## config.mk

```make
export PLATFORM = sky130hd
export DESIGN_NAME = pcs_core
export DESIGN_NICKNAME = d
export VERILOG_FILES = /design/src/core/pcs_pkg.sv /design/src/core/pcs_core.sv
export VERILOG_INCLUDE_DIRS = /design/src /design/src/core
export SDC_FILE = /design/constraint.sdc
export NUM_CORES = 1
export LEC_CHECK = 0
export BUFFER_PORTS_ARGS = -buffer_cell sky130_fd_sc_hd__buf_4
export CORE_MARGIN = 2
export CORE_UTILIZATION = 43
export CTS_CLUSTER_DIAMETER = 30
export DETAILED_ROUTE_END_ITERATION = 8
export GPL_TIMING_DRIVEN = 1
export SLEW_MARGIN = 10
export SYNTH_ARGS = -nofsm -noshare
export SYNTH_HDL_FRONTEND = slang
export SYNTH_SLANG_ARGS = --single-unit
```

## constraint.sdc

```tcl
create_clock -name mclk -period 8.5 [get_ports mclk]
set_clock_uncertainty 0.2 [all_clocks]
set_input_delay 0.425 -clock mclk [delete_from_list [all_inputs] [get_ports mclk]]
set_output_delay 0.425 -clock mclk [all_outputs]
set_load 0.1 [all_outputs]
```

## src/core/pcs_consts.svh

```systemverilog
`ifndef PCS_CONSTS_SVH
`define PCS_CONSTS_SVH

// Register byte offsets on the APB slave
`define PCS_OFF_LOW 12'h000
`define PCS_OFF_LATCH 12'h004
`define PCS_OFF_WINDOW 12'h008
`define PCS_OFF_POINTER 12'h00C
`define PCS_OFF_STATUS 12'h010
`define PCS_OFF_COUNTER 12'h014

// Field positions
`define PCS_BANK_BIT 7
`define PCS_LATCH_JUMP_HI 4
`define PCS_LATCH_JUMP_LO 3

// Reset values
`define PCS_RST_PC 13'h0000
`define PCS_RST_LATCH 5'h00
`define PCS_RST_POINTER 8'h00
`define PCS_RST_BANK 1'b0

// Interrupt vector and the file address of the window in every bank
`define PCS_VECTOR 13'h0004
`define PCS_WINDOW_FILE 7'h00

`endif

```

## src/core/pcs_pkg.sv

```systemverilog
package pcs_pkg;

    typedef logic [12:0] pcs_addr_t;
    typedef logic [10:0] pcs_target_t;

    // Operation presented by the instruction decoder
    typedef enum logic [2:0] {
        PCS_OP_STEP = 3'h0,
        PCS_OP_JUMP = 3'h1,
        PCS_OP_CALL = 3'h2,
        PCS_OP_VECTOR = 3'h3,
        PCS_OP_RETURN = 3'h4,
        PCS_OP_RET_LIT = 3'h5,
        PCS_OP_INT_EXIT = 3'h6,
        PCS_OP_LOW_WRITE = 3'h7
    } pcs_op_t;

    // Separate from the op code: adding to the low byte is a flag on the write
    typedef enum logic [1:0] {
        PCS_ST_IDLE = 2'b00,
        PCS_ST_WAIT = 2'b01,
        PCS_ST_DONE = 2'b11
    } pcs_state_t;

endpackage

```

## src/core/pcs_core.sv

```systemverilog
// Behaviour
// - Program counter is a 13-bit register.
// - Low eight counter bits live in a readable, writable low-byte register.
// - Upper five counter bits are readable only through the counter register; writes load them only from the latch.
// - Any reset clears the whole program counter to zero.
// - Writing the low byte loads upper counter bits from latch bits 4..0.
// - Jump or call takes the two top counter bits from latch bits 4 and 3.
// - Return stack is eight entries of 13 bits; its pointer is hidden.
// - Call pushes the program counter plus one onto the stack; interrupt vectoring pushes the program counter itself.
// - Return, return-with-literal and interrupt exit pop the top entry into the counter.
// - Push and pop leave the upper latch unchanged.
// - Stack is circular: the ninth push overwrites the first entry.
// - No overflow or underflow flag exists.
// - Window has no storage; accesses go to the location the pointer selects.
// - Reading through the window when the pointer selects the window gives zero.
// - Writing through the window when it selects itself changes no data.
// - Indirect address is the bank bit on top of the 8-bit pointer.
`include "pcs_consts.svh"
`timescale 1ns/1ps
`default_nettype none

module pcs_core
    import pcs_pkg::*;
#(
    parameter int DEPTH = 8
) (
    // Clock and reset
    input wire logic mclk,
    input wire logic rstn,
    // APB slave
    input wire logic psel,
    input wire logic penable,
    input wire logic pwrite,
    input wire logic [11:0] paddr,
    input wire logic [31:0] pwdata,
    output logic [31:0] prdata,
    output logic pready,
    output logic pslverr,
    // Decoder operations on the counter
    input wire logic op_valid,
    input wire pcs_op_t op_code,
    input wire logic op_add,
    input wire logic [10:0] op_target,
    input wire logic [7:0] op_data,
    output logic [12:0] program_counter,
    // Decoder access through the indirect window
    input wire logic win_req,
    input wire logic win_we,
    input wire logic [7:0] win_wdata,
    output logic win_rvalid,
    output logic [7:0] win_rdata,
    // Data memory port
    output logic mem_req,
    output logic mem_we,
    output logic [8:0] mem_addr,
    output logic [7:0] mem_wdata,
    input wire logic [7:0] mem_rdata
);

    localparam int PTRW = $clog2(DEPTH);

    pcs_state_t state;
    logic [4:0] counter_upper_latch;
    logic [7:0] indirect_pointer;
    logic indirect_bank_bit;
    logic [PTRW-1:0] stack_ptr;
    pcs_addr_t stack_mem [DEPTH];
    logic s1_valid, s1_self, s1_we, s1_apb;
    logic s2_valid, s2_self, s2_we, s2_apb;

    // APB decode
    logic apb_hit, sel_low, sel_latch, sel_win, sel_ptr, sel_stat, sel_cnt, sel_any;
    assign apb_hit = psel & penable & ~pready & (state == PCS_ST_IDLE);
    assign sel_low = (paddr == `PCS_OFF_LOW);
    assign sel_latch = (paddr == `PCS_OFF_LATCH);
    assign sel_win = (paddr == `PCS_OFF_WINDOW);
    assign sel_ptr = (paddr == `PCS_OFF_POINTER);
    assign sel_stat = (paddr == `PCS_OFF_STATUS);
    assign sel_cnt = (paddr == `PCS_OFF_COUNTER);
    assign sel_any = sel_low | sel_latch | sel_win | sel_ptr | sel_stat | sel_cnt;

    // The decoder owns the counter and memory port; software waits for as long as a clash lasts
    logic apb_stall, apb_pcl_wr, apb_win_go, apb_fin;
    assign apb_stall = apb_hit & ((sel_low & pwrite & op_valid) | (sel_win & win_req));
    assign apb_pcl_wr = apb_hit & pwrite & sel_low & ~op_valid;
    assign apb_win_go = apb_hit & sel_win & ~win_req;
    assign apb_fin = apb_hit & ~sel_win & ~apb_stall;

    logic apb_wr;
    assign apb_wr = apb_fin & pwrite;

    logic [31:0] rd_word;
    assign rd_word = sel_low ? {24'h000000, program_counter[7:0]} :
                     sel_latch ? {27'h0000000, counter_upper_latch} :
                     sel_ptr ? {24'h000000, indirect_pointer} :
                     sel_stat ? {24'h000000, indirect_bank_bit, 7'h00} :
                     sel_cnt ? {19'h00000, program_counter} : 32'h00000000;

    // Counter operations
    logic do_step, do_jump, do_call, do_vec, do_pop, do_wr, do_add, do_push;
    assign do_step = op_valid & (op_code == PCS_OP_STEP);
    assign do_jump = op_valid & (op_code == PCS_OP_JUMP);
    assign do_call = op_valid & (op_code == PCS_OP_CALL);
    assign do_vec = op_valid & (op_code == PCS_OP_VECTOR);
    assign do_pop = op_valid & ((op_code == PCS_OP_RETURN) | (op_code == PCS_OP_RET_LIT)
                    | (op_code == PCS_OP_INT_EXIT));
    assign do_wr = (op_valid & (op_code == PCS_OP_LOW_WRITE) & ~op_add) | apb_pcl_wr;
    assign do_add = op_valid & (op_code == PCS_OP_LOW_WRITE) & op_add;
    assign do_push = do_call | do_vec;

    logic [12:0] pc_inc, push_val, jump_val, wr_val, add_val, next_pc;
    logic [7:0] wr_byte, add_byte;
    logic [PTRW-1:0] ptr_dec;
    assign pc_inc = program_counter + 13'h0001;
    // Call returns past itself; an interrupt returns to the instruction it displaced
    assign push_val = do_call ? pc_inc : program_counter;
    assign ptr_dec = stack_ptr - {{(PTRW-1){1'b0}}, 1'b1};
    assign jump_val = {counter_upper_latch[`PCS_LATCH_JUMP_HI:`PCS_LATCH_JUMP_LO],
                       op_target};
    assign wr_byte = op_valid ? op_data : pwdata[7:0];
    assign wr_val = {counter_upper_latch, wr_byte};
    // Eight-bit sum: a table that crosses a 256-word block wraps inside it
    assign add_byte = program_counter[7:0] + op_data;
    assign add_val = {counter_upper_latch, add_byte};
    assign next_pc = do_pop ? stack_mem[ptr_dec] :
                     (do_jump | do_call) ? jump_val :
                     do_vec ? `PCS_VECTOR :
                     do_wr ? wr_val :
                     do_add ? add_val :
                     do_step ? pc_inc : program_counter;

    always_ff @(posedge mclk) begin
        if (!rstn) begin
            program_counter <= `PCS_RST_PC;
        end else begin
            program_counter <= next_pc;
        end
    end

    // Pointer wraps freely; nothing watches it, so no overflow flag exists
    always_ff @(posedge mclk) begin
        if (!rstn) begin
            stack_ptr <= '0;
        end else if (do_push) begin
            stack_ptr <= stack_ptr + {{(PTRW-1){1'b0}}, 1'b1};
        end else if (do_pop) begin
            stack_ptr <= ptr_dec;
        end
    end

    generate
        for (genvar i = 0; i < DEPTH; i++) begin : g_stack
            always_ff @(posedge mclk) begin
                if (!rstn) begin
                    stack_mem[i] <= 13'h0000;
                end else if (do_push && stack_ptr == PTRW'(i)) begin
                    stack_mem[i] <= push_val;
                end
            end
        end
    endgenerate

    // Software-visible state; the stack never touches the latch
    always_ff @(posedge mclk) begin
        if (!rstn) begin
            counter_upper_latch <= `PCS_RST_LATCH;
            indirect_pointer <= `PCS_RST_POINTER;
            indirect_bank_bit <= `PCS_RST_BANK;
        end else if (apb_wr) begin
            if (sel_latch) begin
                counter_upper_latch <= pwdata[4:0];
            end
            if (sel_ptr) begin
                indirect_pointer <= pwdata[7:0];
            end
            if (sel_stat) begin
                indirect_bank_bit <= pwdata[`PCS_BANK_BIT];
            end
        end
    end

    // Indirect window: no storage, only a forwarded access
    logic issue, issue_we, win_self;
    logic [7:0] issue_wdata;
    logic [8:0] ind_addr;
    assign issue = win_req | apb_win_go;
    assign issue_we = win_req ? win_we : pwrite;
    assign issue_wdata = win_req ? win_wdata : pwdata[7:0];
    assign ind_addr = {indirect_bank_bit, indirect_pointer};
    assign win_self = (indirect_pointer[6:0] == `PCS_WINDOW_FILE);

    always_ff @(posedge mclk) begin
        if (!rstn) begin
            mem_req <= 1'b0;
            mem_we <= 1'b0;
            mem_addr <= 9'h000;
            mem_wdata <= 8'h00;
        end else begin
            mem_req <= issue & ~win_self;
            mem_we <= issue & issue_we & ~win_self;
            mem_addr <= ind_addr;
            mem_wdata <= issue_wdata;
        end
    end

    // Memory answers in the cycle after mem_req; two stages track each access
    always_ff @(posedge mclk) begin
        if (!rstn) begin
            s1_valid <= 1'b0;
            s1_self <= 1'b0;
            s1_we <= 1'b0;
            s1_apb <= 1'b0;
            s2_valid <= 1'b0;
            s2_self <= 1'b0;
            s2_we <= 1'b0;
            s2_apb <= 1'b0;
        end else begin
            s1_valid <= issue;
            s1_self <= win_self;
            s1_we <= issue_we;
            s1_apb <= ~win_req;
            s2_valid <= s1_valid;
            s2_self <= s1_self;
            s2_we <= s1_we;
            s2_apb <= s1_apb;
        end
    end

    logic [7:0] win_byte;
    assign win_byte = s2_self ? 8'h00 : mem_rdata;

    always_ff @(posedge mclk) begin
        if (!rstn) begin
            win_rvalid <= 1'b0;
            win_rdata <= 8'h00;
        end else begin
            win_rvalid <= s2_valid & ~s2_apb & ~s2_we;
            win_rdata <= win_byte;
        end
    end

    // APB handshake
    always_ff @(posedge mclk) begin
        if (!rstn) begin
            state <= PCS_ST_IDLE;
        end else begin
            case (state)
                PCS_ST_IDLE: begin
                    if (apb_win_go) begin
                        state <= PCS_ST_WAIT;
                    end
                end
                PCS_ST_WAIT: begin
                    if (s2_valid && s2_apb) begin
                        state <= PCS_ST_DONE;
                    end
                end
                PCS_ST_DONE: begin
                    state <= PCS_ST_IDLE;
                end
                default: begin
                    state <= PCS_ST_IDLE;
                end
            endcase
        end
    end

    logic win_fin;
    assign win_fin = (state == PCS_ST_WAIT) & s2_valid & s2_apb;

    always_ff @(posedge mclk) begin
        if (!rstn) begin
            pready <= 1'b0;
            pslverr <= 1'b0;
            prdata <= 32'h00000000;
        end else begin
            pready <= apb_fin | win_fin;
            pslverr <= apb_fin & ~sel_any;
            if (apb_fin) begin
                prdata <= pwrite ? 32'h00000000 : rd_word;
            end else if (win_fin) begin
                prdata <= s2_we ? 32'h00000000 : {24'h000000, win_byte};
            end else begin
                prdata <= 32'h00000000;
            end
        end
    end
endmodule

`default_nettype wire

```

# Word-level counts from Yosys, hierarchy flattened
# Memory sizes are Yosys's and may differ from the RTL's.
# Index checks and enable logic that the tools add are counted.
word_totals:
  ram_bits: 104
  word_cells: 190
  register_bits: 102
  inputBits: 91
  memories: 1
  output_inout_bits: 75
mem_list:
  columns: ["memory", "words", "width", "read_ports", "rd_clocked_by_memory_dff", "write_ports", "line", "text"]
  rows:
  - ["stack_mem", 8, 13, 1, 0, 8, "pcs_core.sv:67", "pcs_addr_t stack_mem [DEPTH];"]
classes:
  n_reduce_logical: 20
  n_mux: 58
  n_eq_ne: 22
  n_bitwise: 62
  add_sub_neg: 4
ops:
  columns: ["op", "n"]
  rows:
  - ["2-to-1 mux 13 bit", 22]
  - ["2-to-1 mux 8 bit", 5]
  - ["AND 1 bit", 31]
  - ["2-to-1 mux 1 bit", 26]
  - ["equality test 12 x 4 -> 1 bit, second input constant", 2]
  - ["equality test 12 x 5 -> 1 bit, second input constant", 2]
  - ["equality test 3 bit, second input constant", 8]
  - ["OR 1 bit", 21]
  - ["adder 13 x 1 -> 13 bit, second input constant", 1]
  - ["equality test 12 x 3 -> 1 bit, second input constant", 1]
  - ["equality test 3 x 2 -> 1 bit, second input constant", 4]
  - ["zero test 12 bit", 1]
  - ["NOT 1 bit", 10]
  - ["logical AND 1 bit", 9]
  - ["adder 8 bit", 1]
  - ["AND reduction 2 bit", 4]
  - ["zero test 7 bit", 1]
  - ["equality test 3 x 1 -> 1 bit, second input constant", 2]
  - ["zero test 3 bit", 2]
  - ["2-to-1 mux 3 bit", 2]
  - ["nonzero test 6 bit", 1]
  - ["2-to-1 mux 2 bit", 2]
  - ["inequality test 2 bit, second input constant", 2]
  - ["one-hot mux 2 bit (2 select lines)", 1]
  - ["5 further kinds", 5]

# Longest topological paths before layout
depth:
  ltp_word: 11
  depth_mapped: 12
  ltp_nobuf: 8

# Least setup slack after synthesis
# Ideal clock, no wire load.
synth_path:
  path_type: "register to register"
  start: "register program_counter[1]"
  end: "memory stack_mem[0][10] (netlist name), data pin"
  setup_ps: 273
  arrival_ps: 2616
  required_ps: 8027
  path_stages_with_launch: 8
  path_buffers: 0
  slack_ps: 5411
  period_less_slack_ps: 3089
  path_cell_list: "dfxtp_1 > ha_1 > nand3_1 > nor4_2 > nand3_1 > nor2_1 > xnor2_1 > nor2_1"
synth_rtl:
  columns: ["item", "line", "text"]
  rows:
  - ["start, declared", "pcs_core.sv:45", "output logic [12:0] program_counter,"]
  - ["start signal, assigned", "pcs_core.sv:134", "program_counter <= `PCS_RST_PC;"]
  - ["start signal, assigned", "pcs_core.sv:136", "program_counter <= next_pc;"]
  - ["end, declared", "pcs_core.sv:67", null]

==> PnR_summary.wiki <==
{| class="wikitable"
! Metric !! Value
|-
| Status || completed
|-
| Global-route wire length before repair || 36.5 mm
|-
| Launching point of the worst reg2reg path || program_counter[1]
|-
| Buffering stage count on the worst path with inverters included || 0
|-
| Initial Utilization || 0.435
|-
| Data required time of the worst path || roughly 8.5 ns
|-
| Placed wire-length estimate after detailed placement || between 15 and 20 mm
|-
| Ys flop type || sky130_fd_sc_hd__edfxtp_1
|-
| CTS tree || done
|-
| Drt wl/cell || 20.0 µm
|-
| Maximum number of pins on one net before global-route repair || 46
|-
| Leakage power total || 4.04 nW
|-
| R2R Setup Slk || 5.46 ns
|-
| Count of nets left with antenna violations after detail routing || 0
|-
| Number of clock sinks || around 190
|-
| Syn-to-layout area delta || 17.9%
|-
| I/O Buffers || ~120
|-
| Standard cell core area || 20800 µm²
|-
| Number of nets in the finished design || 1035
|-
| Proportion of layout cells with a drive suffix above 1 || 0.221
|-
| Yosys reg bits || around 190
|-
| Power density relative to cell area || 208 nW/µm²
|-
| Tot GR Track Use || 0.220
|-
| Filler instances || approximately 1900
|-
| Final hold violation count || 0
|-
| Chip height || 149 µm
|-
| Synth top area share || 0.345
|-
| Highest ir drop seen on vdd || between 0.0001 and 0.00015 V
|-
| Leading cell types in the layout, fill and taps excluded || 163 x sky130_fd_sc_hd__nor2_1, 125 x sky130_fd_sc_hd__buf_4, 104 x sky130_fd_sc_hd__edfxtp_1, 82 x sky130_fd_sc_hd__dfxtp_1, 71 x sky130_fd_sc_hd__nand2_1
|-
| Delay of the slowest critical-path stage || 0.60 ns
|-
| EDFF count, synth || roughly 100
|-
| Hold path startpoint || win_wdata[3]
|-
| Total die area || 22200 µm²
|-
| Die extent in x || 149 µm
|-
| Worst Tran Pin Value || 1.11 ns
|-
| Most common cell after layout, fill and taps aside || sky130_fd_sc_hd__nor2_1
|-
| Ranking of synthesized cells by area || sky130_fd_sc_hd__edfxtp_1 35%, sky130_fd_sc_hd__dfxtp_1 18%, sky130_fd_sc_hd__nor2_1 6.8%
|-
| Netlist area before placement || 9050 µm²
|-
| Reported max-cap violation count || 0
|-
| Summed negative setup slack over all endpoints || 0 ns
|-
| Number of buffers inserted by hold repair at cts || 0
|-
| Clock-pin slew reported for the worst setup and hold paths after clock tree synthesis || ~0.08 ns
|-
| Largest fanout on the critical path || 8
|-
| Post-detailed-route via-to-cell ratio || 5.48
|-
| Cell variety after synth || 78
|-
| Worst-skew pair later-pin latency || 0.45 ns
|-
| Number of DRC markers in iteration 0 || 527
|-
| RSZ-0062 raised after global routing || false
|-
| Post-Syn Instances || 826
|-
| Total area of sequential cells || 4790 µm²
|-
| Initial antenna violation count || 0
|-
| Global placer's final weighted congestion || between 0.8 and 0.9
|-
| DRC violations left || 0
|-
| Hold Path Sink || mem_wdata[3]
|-
| Postcts setup bufs || 0
|-
| Maximum buffer depth of the clock tree || 2
|-
| Number of synthesis warnings || 0
|-
| Max H-tree Level || 4
|-
| Max-slew violation count || 0
|-
| Avg Synthesized Cell Area || roughly 11 µm²
|-
| Remaining max-slew budget at the tightest pin || 0.258
|-
| Crit path capture type || flip-flop
|-
| Critical register-to-register path endpoint || stack_mem[7][12]
|-
| Area of the multi-input gates || 3930 µm²
|-
| CTS root buffer || sky130_fd_sc_hd__clkbuf_16
|-
| Via count of the first global-routing pass || 6431
|-
| Fraction of registers with async set/reset || 0
|-
| Number of setup violations in the final report || 0
|-
| Max Clock Freq || around 330 MHz
|-
| First-pass iteration count of the detailed router || 6
|-
| IO Count || 166
|-
| Largest delay contributor family on the critical path || simple AND/OR/NAND/NOR gates
|-
| CP max-delay cell || sky130_fd_sc_hd__dfxtp_1
|-
| Final wirelength || 24.3 mm
|-
| Standard-cell rows || 53
|-
| Min cycle time layout || 3.04 ns
|-
| Total power || 2.22 mW
|-
| Hold path cells || 3
|-
| Post-CTS resize count || 0
|-
| Seq/Total Area, Yosys || 0.529
|-
| Synth area leader || sky130_fd_sc_hd__edfxtp_1
|-
| Critical Path Source Type || flip-flop
|-
| Crit share post-route || 0.357
|-
| Number of clock buffers inserted by TritonCTS || 17
|-
| Crit path cell chain || ha_1 > nand3_1 > nor4_1 > nand2_1 > xor2_1 > nor2_1
|-
| Worst setup path category || reg2reg
|-
| Worst endpoint data arrival time || ~3.0 ns
|-
| Depth of the most critical reg-to-reg path || 6
|-
| Number of antenna repair diodes || 0
|-
| HP Class || in2reg
|-
| Via count || 6662
|-
| Global-route congestion overflow total || 0
|}
==> worst register-to-register path: cells and delay by family (launching register included) <==
kind / cells / cell delay [ns]
xor gates and xnor gates: 1 / 0.57
adders and majority gates: 1 / 0.31
DFF: 1 / 0.60
and+or+nand+nor: 4 / 1.09
==> final cells by class <==
cell class                 instances  share of cell area
clock buffer                      17              0.0399
clock inverter                    15              0.0178
inverter                          15             0.00527
multi-input combinational        582               0.369
sequential                       187               0.448
tap                              275              0.0322
timing repair buffer             125              0.0879
==> registers in the layout (all words and copies together) (netlist names), 2 cells and up <==
signal and cells:
counter_upper_latch 5, indirect_pointer 8, mem_addr 9, mem_wdata 8, prdata 13, program_counter 13
stack_mem 104, stack_ptr 3, state 2, win_rdata 8
==> cell families after synthesis <==
kind of cell / after synthesis / synth area share
AOI/OAI and AO/OA: 117 / 0.0964
xor gates and xnor gates: 27 / 0.0270
adders and majority gates: 16 / 0.0230
buffers and inverters: 75 / 0.0441
DFF: 187 / 0.529
muxes: 58 / 0.100
other: 1 / 0.000414
and+or+nand+nor: 345 / 0.180
==> power breakdown <==
| group | internal, mW | switching [mW] | leakage (nW) |
|---|---|---|---|
| logic | 0.127 | 0.265 | 1.99 |
| clock network | 0.402 | 0.418 | 0.294 |
| registers | 0.984 | 0.0238 | 1.75 |
| total | 1.51 | 0.707 | 4.04 |
==> metrics by stage <==
step / hold slack, ns / cell area [µm²] / setup WS, ns / cells / utilization
floorplan: 0.188 / 9120 / 5.41 / 844 / -
global placement: 0.214 / 10100 / 5.51 / 1184 / 0.483
detailed placement: 0.197 / 10100 / 5.46 / 1184 / 0.483
CTS: 0.00495 / 10700 / 5.42 / 1216 / 0.513
global route: 0.0170 / 10700 / 5.28 / 1216 / 0.513
finish: 0.0138 / 10700 / 5.46 / 1216 / 0.513
==> cells in the mapped netlist, types with 3 or more instances <==
library cell / number
sky130_fd_sc_hd__nor2_1: 163
sky130_fd_sc_hd__edfxtp_1: 104
sky130_fd_sc_hd__dfxtp_1: 83
sky130_fd_sc_hd__nand2_1: 71
sky130_fd_sc_hd__mux2i_1: 30
sky130_fd_sc_hd__a21oi_1: 27
sky130_fd_sc_hd__mux4_2: 26
sky130_fd_sc_hd__buf_4: 24
sky130_fd_sc_hd__and2_1: 23
sky130_fd_sc_hd__clkbuf_1: 20
sky130_fd_sc_hd__xnor2_1: 18
sky130_fd_sc_hd__nand3_1: 16
sky130_fd_sc_hd__ha_1: 15
sky130_fd_sc_hd__inv_1: 15
sky130_fd_sc_hd__nor3_1: 13
sky130_fd_sc_hd__nor3b_1: 11
sky130_fd_sc_hd__o21ai_0: 10
sky130_fd_sc_hd__a222oi_1: 9
sky130_fd_sc_hd__buf_2: 9
sky130_fd_sc_hd__a211oi_1: 8
sky130_fd_sc_hd__nor2b_1: 8
sky130_fd_sc_hd__nor4_1: 8
sky130_fd_sc_hd__xor2_1: 8
sky130_fd_sc_hd__o21a_1: 7
sky130_fd_sc_hd__a21o_1: 6
sky130_fd_sc_hd__o211ai_1: 6
sky130_fd_sc_hd__o22ai_1: 5
sky130_fd_sc_hd__a31oi_1: 4
sky130_fd_sc_hd__buf_1: 4
sky130_fd_sc_hd__a221o_1: 3
sky130_fd_sc_hd__a22oi_1: 3
sky130_fd_sc_hd__and3_1: 3
sky130_fd_sc_hd__nand2b_1: 3
sky130_fd_sc_hd__nand4_1: 3
sky130_fd_sc_hd__or2_2: 3
==> routing by layer <==
metal	GRT usage	routed length [µm]
met5	0	0
met4	0.0624	417
met3	0.0358	1310
met2	0.382	12100
met1	0.284	10500
==> worst max-delay path by stage <==
stage / from / to / cells past startpoint
2_1_floorplan: program_counter[1] / stack_mem[0][10] / 7
3_3_place_gp: program_counter[1] / stack_mem[2][12] / 6
3_5_place_dp: program_counter[1] / stack_mem[1][12] / 6
4_1_cts: program_counter[1] / stack_mem[7][12] / 6
5_1_grt: program_counter[1] / stack_mem[5][12] / 6
6_report: program_counter[1] / stack_mem[7][12] / 6
Note: power is estimated with default switching activity, not from simulation.
